### src/rtl/ppc_pkg.sv
// Shared constants, types and register map of the parallel port channel block.
// Assumes an APB master on pclk and external pins synchronous to pclk.
`default_nettype none
package ppc_pkg;
    localparam int DATA_W = 16;
    localparam int ADDR_W = 8;

    // Register byte offsets
    localparam logic [ADDR_W-1:0] OFS_CHAN_CTRL = 8'h00;
    localparam logic [ADDR_W-1:0] OFS_IFACE_CFG = 8'h04;
    localparam logic [ADDR_W-1:0] OFS_IDLE_VAL = 8'h08;
    localparam logic [ADDR_W-1:0] OFS_TX_A = 8'h0C;
    localparam logic [ADDR_W-1:0] OFS_TX_B = 8'h10;
    localparam logic [ADDR_W-1:0] OFS_RX_A = 8'h14;
    localparam logic [ADDR_W-1:0] OFS_RX_B = 8'h18;
    localparam logic [ADDR_W-1:0] OFS_STATUS = 8'h1C;

    // Interface configuration field positions
    localparam int CFG_B_WAIT_POL = 18;
    localparam int CFG_B_ENA_POL = 17;
    localparam int CFG_B_START_POL = 16;
    localparam int CFG_A_IDLE_TRI = 13;
    localparam int CFG_A_CLK_INV = 12;
    localparam int CFG_A_DIV_LO = 8;
    localparam int CFG_A_WAIT_EN = 5;
    // Only implemented fields are writable; reserved bits stay zero
    localparam logic [31:0] CFG_WMASK = 32'h0007_3F20;

    // Channel control and status bit positions
    localparam int CTRL_A_TX = 0;
    localparam int CTRL_B_TX = 1;
    localparam int ST_A_BUSY = 0;
    localparam int ST_B_BUSY = 1;
    localparam int ST_A_RXV = 2;
    localparam int ST_B_RXV = 3;
    localparam int ST_A_START = 4;
    localparam int ST_B_START = 5;

    // Reset values and fixed channel B divisor
    localparam logic [31:0] RST_CFG = 32'h0000_0000;
    localparam logic [1:0] RST_CTRL = 2'h0;
    localparam logic [31:0] RST_IDLE = 32'h0000_0000;
    localparam logic [3:0] DIV_B = 4'h0;

    typedef enum logic [1:0] {
        TX_IDLE = 2'b00,
        TX_DRIVE = 2'b01,
        TX_HOLD = 2'b10
    } ppc_tx_state_type;

    // Pin levels driven by a channel; output enables are active low
    typedef struct packed {
        logic clk;
        logic start;
        logic enable;
        logic ctl_oe_n;
        logic wait_o;
        logic wait_oe_n;
        logic [DATA_W-1:0] data;
        logic data_oe_n;
    } ppc_chan_out_type;

    // Pin levels seen by a channel
    typedef struct packed {
        logic clk;
        logic start;
        logic enable;
        logic wait_i;
        logic [DATA_W-1:0] data;
    } ppc_chan_in_type;
endpackage
`default_nettype wire

### src/rtl/ppc_clk_div.sv
// Transmit port clock divider for one channel.
// Assumes run is a level in the pclk domain; clock rests low when stopped.
`default_nettype none
module ppc_clk_div
    import ppc_pkg::*;
(
    // Clock and reset
    input wire logic pclk,
    input wire logic presetn,
    // Control
    input wire logic run,
    input wire logic [3:0] div,
    // Port clock and launch pulse at its falling edge
    output logic port_clk,
    output logic launch
);
    logic [3:0] cnt_r;
    logic clk_r;
    logic term;

    assign term = (cnt_r >= div);

    always_ff @(posedge pclk or negedge presetn) begin
        if (!presetn) begin
            cnt_r <= 4'h0;
        end else if (!run || term) begin
            cnt_r <= 4'h0;
        end else begin
            cnt_r <= cnt_r + 4'h1;
        end
    end

    always_ff @(posedge pclk or negedge presetn) begin
        if (!presetn) begin
            clk_r <= 1'b0;
        end else if (!run) begin
            clk_r <= 1'b0;
        end else if (term) begin
            clk_r <= ~clk_r;
        end
    end

    assign port_clk = clk_r;
    assign launch = run && term && clk_r;
endmodule
`default_nettype wire

### src/rtl/ppc_port.sv
// Two-channel parallel port: APB registers, channel transmit and receive.
// Assumes pins synchronous to pclk; tri-state resolved outside.
// Functional notes
// - Config bit 18 set makes channel B wait input active-low.
// - Config bit 17 set makes channel B enable strobe active-low.
// - Config bit 16 sets channel B start polarity; clear means active-high.
// - Start-polarity bit set means channel B start is active-low.
// - Config bits 15 to 14 are reserved and read zero.
// - Config bit 13 controls idle data pins, only in channel A transmit.
// - Bit 13 clear: idle transmitting A drives its idle value.
// - Bit 13 set: idle transmitting A tri-states its data pins.
// - Bit 12 clear: channel A works on the rising port clock edge.
// - Bit 12 set: channel A signals align to the falling edge.
// - Field 11 to 8 sets each channel A transmit clock phase to value plus one pclk cycles.
// - Channel A divisor applies only in transmit, ignored in receive.
// - Config bits 7 to 6 are reserved and read zero.
// - Bit 5 set makes transmitting A pause on wait; clear ignores wait.
`default_nettype none
module ppc_port
    import ppc_pkg::*;
#(
    parameter int DW = DATA_W
)(
    // Clock and reset
    input wire logic pclk,
    input wire logic presetn,
    // APB slave
    input wire logic psel,
    input wire logic penable,
    input wire logic pwrite,
    input wire logic [ADDR_W-1:0] paddr,
    input wire logic [31:0] pwdata,
    output logic [31:0] prdata,
    output logic pready,
    output logic pslverr,
    // Channel A pins
    input wire ppc_chan_in_type pin_a_in,
    output ppc_chan_out_type pin_a_out,
    // Channel B pins
    input wire ppc_chan_in_type pin_b_in,
    output ppc_chan_out_type pin_b_out
);
    logic [31:0] cfg_r;
    logic [1:0] ctrl_r;
    logic [31:0] idle_r;
    logic [DW-1:0] txa_data_r;
    logic [DW-1:0] txb_data_r;
    logic txa_pend_r;
    logic txb_pend_r;
    logic [DW-1:0] rxa_data_r;
    logic [DW-1:0] rxb_data_r;
    logic rxa_valid_r;
    logic rxb_valid_r;
    logic rxa_start_r;
    logic rxb_start_r;
    logic [31:0] prdata_r;
    logic rxa_clk_r;
    logic rxb_clk_r;
    ppc_tx_state_type txa_st_r;
    ppc_tx_state_type txb_st_r;
    logic txa_first_r;
    logic txb_first_r;
    logic [DW-1:0] txa_out_r;
    logic [DW-1:0] txb_out_r;

    logic wr_en;
    logic rd_setup;
    logic addr_hit;
    logic a_tx;
    logic b_tx;
    logic a_clk;
    logic a_launch;
    logic b_clk;
    logic b_launch;
    logic a_wait;
    logic b_wait;
    logic b_ena_in;
    logic b_start_in;
    logic a_rx_edge;
    logic b_rx_edge;
    logic txa_load;
    logic txb_load;
    logic txa_wr;
    logic txb_wr;
    logic st_wr;
    logic [DW-1:0] a_idle_val;

    function automatic logic is_mapped(input logic [ADDR_W-1:0] a);
        is_mapped = (a == OFS_CHAN_CTRL) || (a == OFS_IFACE_CFG) || (a == OFS_IDLE_VAL) ||
                    (a == OFS_TX_A) || (a == OFS_TX_B) || (a == OFS_RX_A) ||
                    (a == OFS_RX_B) || (a == OFS_STATUS);
    endfunction

    // Next transmit state on a launch pulse
    function automatic ppc_tx_state_type tx_step(input ppc_tx_state_type st, input logic pend,
                                                 input logic stall);
        tx_step = st;
        unique case (st)
            TX_IDLE: begin
                if (pend && !stall) begin
                    tx_step = TX_DRIVE;
                end
            end
            TX_DRIVE: begin
                if (!pend) begin
                    tx_step = TX_IDLE;
                end else if (stall) begin
                    tx_step = TX_HOLD;
                end
            end
            TX_HOLD: begin
                if (!stall) begin
                    tx_step = pend ? TX_DRIVE : TX_IDLE;
                end
            end
            default: begin
                tx_step = TX_IDLE;
            end
        endcase
    endfunction

    // APB decode; zero wait states
    assign addr_hit = is_mapped(paddr);
    assign wr_en = psel && penable && pwrite && addr_hit;
    assign rd_setup = psel && !penable && !pwrite;
    assign pready = 1'b1;
    assign pslverr = psel && penable && !addr_hit;
    assign prdata = prdata_r;

    assign a_tx = ctrl_r[CTRL_A_TX];
    assign b_tx = ctrl_r[CTRL_B_TX];
    assign txa_wr = wr_en && (paddr == OFS_TX_A);
    assign txb_wr = wr_en && (paddr == OFS_TX_B);
    assign st_wr = wr_en && (paddr == OFS_STATUS);
    assign a_idle_val = idle_r[DW-1:0];

    // Polarity applied at the pins; internal strobes are active high
    assign b_wait = pin_b_in.wait_i ^ cfg_r[CFG_B_WAIT_POL];
    assign b_ena_in = pin_b_in.enable ^ cfg_r[CFG_B_ENA_POL];
    assign b_start_in = pin_b_in.start ^ cfg_r[CFG_B_START_POL];
    assign a_wait = cfg_r[CFG_A_WAIT_EN] && pin_a_in.wait_i;

    always_ff @(posedge pclk or negedge presetn) begin
        if (!presetn) begin
            cfg_r <= RST_CFG;
        end else if (wr_en && (paddr == OFS_IFACE_CFG)) begin
            cfg_r <= pwdata & CFG_WMASK;
        end
    end

    always_ff @(posedge pclk or negedge presetn) begin
        if (!presetn) begin
            ctrl_r <= RST_CTRL;
            idle_r <= RST_IDLE;
        end else if (wr_en && (paddr == OFS_CHAN_CTRL)) begin
            ctrl_r <= pwdata[1:0];
        end else if (wr_en && (paddr == OFS_IDLE_VAL)) begin
            idle_r <= pwdata;
        end
    end

    // Transmit data; a write while pending is dropped
    always_ff @(posedge pclk or negedge presetn) begin
        if (!presetn) begin
            txa_data_r <= '0;
            txa_pend_r <= 1'b0;
        end else if (txa_wr && !txa_pend_r) begin
            txa_data_r <= pwdata[DW-1:0];
            txa_pend_r <= 1'b1;
        end else if (txa_load || !a_tx) begin
            txa_pend_r <= 1'b0;
        end
    end

    always_ff @(posedge pclk or negedge presetn) begin
        if (!presetn) begin
            txb_data_r <= '0;
            txb_pend_r <= 1'b0;
        end else if (txb_wr && !txb_pend_r) begin
            txb_data_r <= pwdata[DW-1:0];
            txb_pend_r <= 1'b1;
        end else if (txb_load || !b_tx) begin
            txb_pend_r <= 1'b0;
        end
    end

    // Read data registered in the setup cycle
    always_ff @(posedge pclk or negedge presetn) begin
        if (!presetn) begin
            prdata_r <= 32'h0000_0000;
        end else if (rd_setup) begin
            unique case (paddr)
                OFS_CHAN_CTRL: prdata_r <= {30'h0000_0000, ctrl_r};
                OFS_IFACE_CFG: prdata_r <= cfg_r;
                OFS_IDLE_VAL: prdata_r <= idle_r;
                OFS_TX_A: prdata_r <= 32'(txa_data_r);
                OFS_TX_B: prdata_r <= 32'(txb_data_r);
                OFS_RX_A: prdata_r <= 32'(rxa_data_r);
                OFS_RX_B: prdata_r <= 32'(rxb_data_r);
                OFS_STATUS: prdata_r <= {26'h000_0000, rxb_start_r, rxa_start_r, rxb_valid_r,
                                         rxa_valid_r, txb_pend_r || (txb_st_r != TX_IDLE),
                                         txa_pend_r || (txa_st_r != TX_IDLE)};
                default: prdata_r <= 32'h0000_0000;
            endcase
        end
    end

    // Transmit clocks; divider runs only in transmit
    ppc_clk_div u_div_a (
        .pclk(pclk),
        .presetn(presetn),
        .run(a_tx),
        .div(cfg_r[CFG_A_DIV_LO +: 4]),
        .port_clk(a_clk),
        .launch(a_launch)
    );

    ppc_clk_div u_div_b (
        .pclk(pclk),
        .presetn(presetn),
        .run(b_tx),
        .div(DIV_B),
        .port_clk(b_clk),
        .launch(b_launch)
    );

    assign txa_load = a_launch && txa_pend_r && !a_wait;
    assign txb_load = b_launch && txb_pend_r && !b_wait;

    // Channel A transmitter
    always_ff @(posedge pclk or negedge presetn) begin
        if (!presetn) begin
            txa_st_r <= TX_IDLE;
        end else if (!a_tx) begin
            txa_st_r <= TX_IDLE;
        end else if (a_launch) begin
            txa_st_r <= tx_step(txa_st_r, txa_pend_r, a_wait);
        end
    end

    always_ff @(posedge pclk or negedge presetn) begin
        if (!presetn) begin
            txa_out_r <= '0;
            txa_first_r <= 1'b0;
        end else if (txa_load) begin
            txa_out_r <= txa_data_r;
            txa_first_r <= (txa_st_r == TX_IDLE);
        end else if (a_launch) begin
            txa_first_r <= 1'b0;
        end
    end

    // Channel B transmitter; wait always honoured
    always_ff @(posedge pclk or negedge presetn) begin
        if (!presetn) begin
            txb_st_r <= TX_IDLE;
        end else if (!b_tx) begin
            txb_st_r <= TX_IDLE;
        end else if (b_launch) begin
            txb_st_r <= tx_step(txb_st_r, txb_pend_r, b_wait);
        end
    end

    always_ff @(posedge pclk or negedge presetn) begin
        if (!presetn) begin
            txb_out_r <= '0;
            txb_first_r <= 1'b0;
        end else if (txb_load) begin
            txb_out_r <= txb_data_r;
            txb_first_r <= (txb_st_r == TX_IDLE);
        end else if (b_launch) begin
            txb_first_r <= 1'b0;
        end
    end

    // Receive edge detection; A uses falling edge when inverted
    always_ff @(posedge pclk or negedge presetn) begin
        if (!presetn) begin
            rxa_clk_r <= 1'b0;
            rxb_clk_r <= 1'b0;
        end else begin
            rxa_clk_r <= pin_a_in.clk;
            rxb_clk_r <= pin_b_in.clk;
        end
    end

    assign a_rx_edge = !a_tx && (cfg_r[CFG_A_CLK_INV] ? (rxa_clk_r && !pin_a_in.clk)
                                                      : (!rxa_clk_r && pin_a_in.clk));
    assign b_rx_edge = !b_tx && !rxb_clk_r && pin_b_in.clk;

    // Receive capture; capture beats a same-cycle clear
    always_ff @(posedge pclk or negedge presetn) begin
        if (!presetn) begin
            rxa_data_r <= '0;
            rxa_valid_r <= 1'b0;
            rxa_start_r <= 1'b0;
        end else begin
            if (a_rx_edge && pin_a_in.enable) begin
                rxa_data_r <= pin_a_in.data;
                rxa_valid_r <= 1'b1;
            end else if (st_wr && pwdata[ST_A_RXV]) begin
                rxa_valid_r <= 1'b0;
            end
            if (a_rx_edge && pin_a_in.enable && pin_a_in.start) begin
                rxa_start_r <= 1'b1;
            end else if (st_wr && pwdata[ST_A_START]) begin
                rxa_start_r <= 1'b0;
            end
        end
    end

    always_ff @(posedge pclk or negedge presetn) begin
        if (!presetn) begin
            rxb_data_r <= '0;
            rxb_valid_r <= 1'b0;
            rxb_start_r <= 1'b0;
        end else begin
            if (b_rx_edge && b_ena_in) begin
                rxb_data_r <= pin_b_in.data;
                rxb_valid_r <= 1'b1;
            end else if (st_wr && pwdata[ST_B_RXV]) begin
                rxb_valid_r <= 1'b0;
            end
            if (b_rx_edge && b_ena_in && b_start_in) begin
                rxb_start_r <= 1'b1;
            end else if (st_wr && pwdata[ST_B_START]) begin
                rxb_start_r <= 1'b0;
            end
        end
    end

    // Channel A pins
    always_comb begin
        pin_a_out.clk = a_tx ? (a_clk ^ cfg_r[CFG_A_CLK_INV]) : 1'b0;
        pin_a_out.start = a_tx && (txa_st_r == TX_DRIVE) && txa_first_r;
        pin_a_out.enable = a_tx && (txa_st_r == TX_DRIVE);
        pin_a_out.ctl_oe_n = !a_tx;
        pin_a_out.wait_o = 1'b0;
        pin_a_out.wait_oe_n = a_tx;
        pin_a_out.data = '0;
        pin_a_out.data_oe_n = 1'b1;
        if (a_tx) begin
            if (txa_st_r != TX_IDLE) begin
                pin_a_out.data = txa_out_r;
                pin_a_out.data_oe_n = 1'b0;
            end else if (!cfg_r[CFG_A_IDLE_TRI]) begin
                pin_a_out.data = a_idle_val;
                pin_a_out.data_oe_n = 1'b0;
            end else begin
                pin_a_out.data_oe_n = 1'b1;
            end
        end
    end

    // Channel B pins, polarity applied on the way out
    always_comb begin
        pin_b_out.clk = b_tx && b_clk;
        pin_b_out.start = (b_tx && (txb_st_r == TX_DRIVE) && txb_first_r) ^ cfg_r[CFG_B_START_POL];
        pin_b_out.enable = (b_tx && (txb_st_r == TX_DRIVE)) ^ cfg_r[CFG_B_ENA_POL];
        pin_b_out.ctl_oe_n = !b_tx;
        pin_b_out.wait_o = 1'b0;
        pin_b_out.wait_oe_n = b_tx;
        pin_b_out.data = (b_tx && txb_st_r != TX_IDLE) ? txb_out_r : idle_r[31 -: DW];
        pin_b_out.data_oe_n = !b_tx;
    end
endmodule
`default_nettype wire

### config.mk
export PLATFORM = sky130hd
export DESIGN_NAME = ppc_port
export DESIGN_NICKNAME = d
export VERILOG_FILES = /design/src/rtl/ppc_pkg.sv /design/src/rtl/ppc_clk_div.sv /design/src/rtl/ppc_port.sv
export SDC_FILE = /design/constraint.sdc
export NUM_CORES = 1
export LEC_CHECK = 0
export BUFFER_PORTS_ARGS = -buffer_cell sky130_fd_sc_hd__buf_2
export CORE_MARGIN = 3
export CORE_UTILIZATION = 45
export DETAILED_ROUTE_END_ITERATION = 8
export PLACE_DENSITY = 0.69
export SETUP_SLACK_MARGIN = 0.2
export SKIP_LAST_GASP = 1
export SLEW_MARGIN = 0
export SYNTH_ARGS = -nofsm -noshare
export SYNTH_HDL_FRONTEND = slang
export SYNTH_HIERARCHICAL = 1
export SYNTH_SLANG_ARGS = --single-unit
export TNS_END_PERCENT = 1
### constraint.sdc
create_clock -name pclk -period 2.5 [get_ports pclk]
set_clock_uncertainty 0.05 [all_clocks]
set_input_delay 0.5 -clock pclk [delete_from_list [all_inputs] [get_ports pclk]]
set_output_delay 0.5 -clock pclk [all_outputs]
set_load 0.02 [all_outputs]
==> run metrics <==
top cells by area, synth=dfrtp_1 54%, mux2_2 19%, nand2_1 2.7%; die footprint=22,100 um^2; Die H=149 um; # DRC=0; cell taking the most area after synthesis=dfrtp_1; row cnt=51; status=completed; Root Buffer=clkbuf_16; Post-synth ARST share=1.00; syn avg cell area=12.4 um^2; worst-margin pin slew=591 ps; routed via count=6,580; Initial DRT Pass Iterations=5; CTS tree=built; XOR/XNOR Fraction of Synth Area=0.00956; cell count after synthesis=740; area delta synth->final=23.8%; Worst VDD drop=0.407 mV; Top Ports=165; Ys Warns=6; first-iteration detailed-routing DRC count=321; Placed Area=10,500 um^2; Synth cell types=60; total of max-cap violations=0; Placer Congestion=0.853; Yosys reg bits=196; clock-pin slew on the worst setup and hold paths=60 ps; Switching Fraction=0.232; Internal=5.12 mW; clk_lat worst skew=430 ps; area of the core=19,700 um^2; antenna violations before repair=2; crit path time final=2330 ps; wire length per cell=19.7 um; Final #Nets=1,021; ratio of cells with drive above 1 in the final layout=0.445; CP max FO=8; Leak=5.61 nW; Post-Synth Adder-Cell Area=0.0137; Critical Path Sink Type=primary output; Critical Path AT=1780 ps; clk sinks=196; PD cells=587 nW/um^2; CP Class=flop to primary output; RSZ-0062 raised after global routing=yes; prevailing post-synth register cell=dfrtp_1; Clk pwr share=0.418; largest net degree at the start of global routing=57; CP Launch Type=flop; cell area after layout=11,300 um^2; Starting Density=0.465; Yosys top cell area share=0.535; Compound-Gate Fraction of Synth Area=0.0904; Setup-failing EPs final=0; first-pass GRT wire length=37,300 um; number of synthesized flops with an enable pin=0; setup TNS=0 ps; Peak Freq=429 MHz; Clock Path Buffers=2; Comb power frac=0.078; Die X=149 um; NetSw=1.55 mW; gr ovfl total=0; vias in the first global route=6,648; CP required=1950 ps; antenna viol nets, final=0; utilization after layout=0.575; final max-slew violation count=0; H-tree Lvls=4; worst hold path class=primary input to flop; Synth Area in Simple Gates=0.0897; dpl hpwl=17,400 um; sequential cell area fraction in the yosys report=0.535; gr usage total=0.218; Final Cycle Share=0.933; final wirelength=23,700 um; mux cell area share after synthesis=0.232; Hold Vio Cnt, Final=0; sequential power share=0.504; relative slew slack=0.605; port bufs=161; Synth Cell Area=9160 um^2; total CTS buffers=17; vias per cell=5.46; main combinational cell family by area after synthesis=multiplexers
[cell usage after synthesis, types with 9 or more instances]
cell and n:
nor2_1 26, nand2_1 67, a21oi_1 25, o21ai_0 17
mux2_2 152, ha_1 10, o2bb2ai_1 11, dfrtp_1 196
mux2_4 9, clkbuf_1 27, mux2i_1 21, inv_1 16
a22o_1 15, nor3_1 11, nand3_1 14
[worst paths after layout]
kind / startpoint / endpoint / slack (ps) / cells past startpoint
min in group asynchronous: presetn / rxb_data_r[1] / 540 / 2
worst max register to register: u_div_a/cnt_r[0] / txa_out_r[12] / 250 / 8
worst max-delay path: txb_st_r[0] / pin_b_out[3] / 170 / 4
worst min register to register: prdata[6] / prdata[6] / 430 / 2
worst min-delay path: pin_b_in[19] / rxb_clk_r / 140 / 1
max in group asynchronous: presetn / idle_r[30] / 1210 / 3
[power by group through the flow]
stage	Combinational (mW)	Clock (mW)	Sequential, mW
after floorplan	0.268	0	3.39
after detailed placement	0.516	0	3.42
after CTS	0.522	2.84	3.36
after global placement	0.507	0	3.42
final	0.520	2.78	3.36
after global routing	0.570	2.98	3.37
[placed cells by master, fill, tap and decap left out, types with 5 or more instances in the layout]
cell type    n
dfrtp_2      5
mux2_4      24
and3_1       5
buf_12       8
clkbuf_16   17
ha_1        10
mux2i_1     21
buf_4       32
nor2b_1      7
a22o_1      15
nor2_1      24
o21ai_0     17
clkbuf_8     5
inv_1       16
o31ai_1      8
dfrtp_1    191
nand3_1     14
o2bb2ai_1   11
buf_6       16
xnor2_1      7
nand2_1     67
a21oi_1     25
nor3_1      11
a221oi_1     5
mux2_2     137
conb_1       7
buf_2      145
and2_1       5
[flip-flops by register name, indices dropped and copies added, names as in the netlist, 2 cells and up]
register,flops
cfg_r,10
ctrl_r,2
idle_r,32
prdata,32
rxa_data_r,16
rxb_data_r,16
txa_data_r,16
txa_out_r,16
txa_st_r,2
txb_data_r,16
txb_out_r,16
txb_st_r,2
u_div_a/cnt_r,4
u_div_b/cnt_r,4
[kinds of logic after synthesis]
group	after synthesis
flip-flops	196
AO/OA/AOI/OAI	113
AND/OR/NAND/NOR	166
XOR/XNOR	10
adder cells (fa/ha/maj)	10
buffers and inverters	58
other	2
multiplexers	185
[stage by stage]
step	hold WS, ps	cells	setup WS, ps	power, mW
after floorplan	154	745	-30.2	3.66
after global placement	409	1167	6.65	3.92
after detailed placement	415	1167	-2.31	3.94
after CTS	123	1204	161	6.72
after global routing	128	1204	107	6.92
final	144	1205	168	6.66
[layer usage]
| metal | part of all wire | track usage | wire length (um) | up-vias |
|---|---|---|---|---|
| met5 | 0.0014 | 0 | 32 | - |
| met3 | 0.065 | 0.0491 | 1550 | 33 |
| met4 | 0.017 | 0.0679 | 403 | 4 |
| met2 | 0.46 | 0.333 | 10900 | 191 |
| li1 | - | - | - | 3041 |
| met1 | 0.46 | 0.310 | 10800 | 3311 |
[layout make-up]
type	count	area, um^2
inverters	16	60.1
fillers	1611	8370
multi-input cells	491	4090
diodes	1	2.50
repair buffers	204	1350
well taps	265	332
flip-flops and latches	196	4910
clock inverters	10	118
clock buffers	22	484
[timing repair]
action                     4_1_cts  5_1_grt
pin swaps                        1        0
buffers inserted                 3        0
hold endpoints to repair        45        0
setup endpoints to repair       33       51
hold buffers                     1        0
resized for setup               59        1
cloned                           1        0
[critical path: stages, from the launching register on]
cell and delay (ps):
dfrtp_2 430, o21ai_4 260, buf_8 200, mux2_4 330, buf_6 130
(Power assumes the default switching activity.)
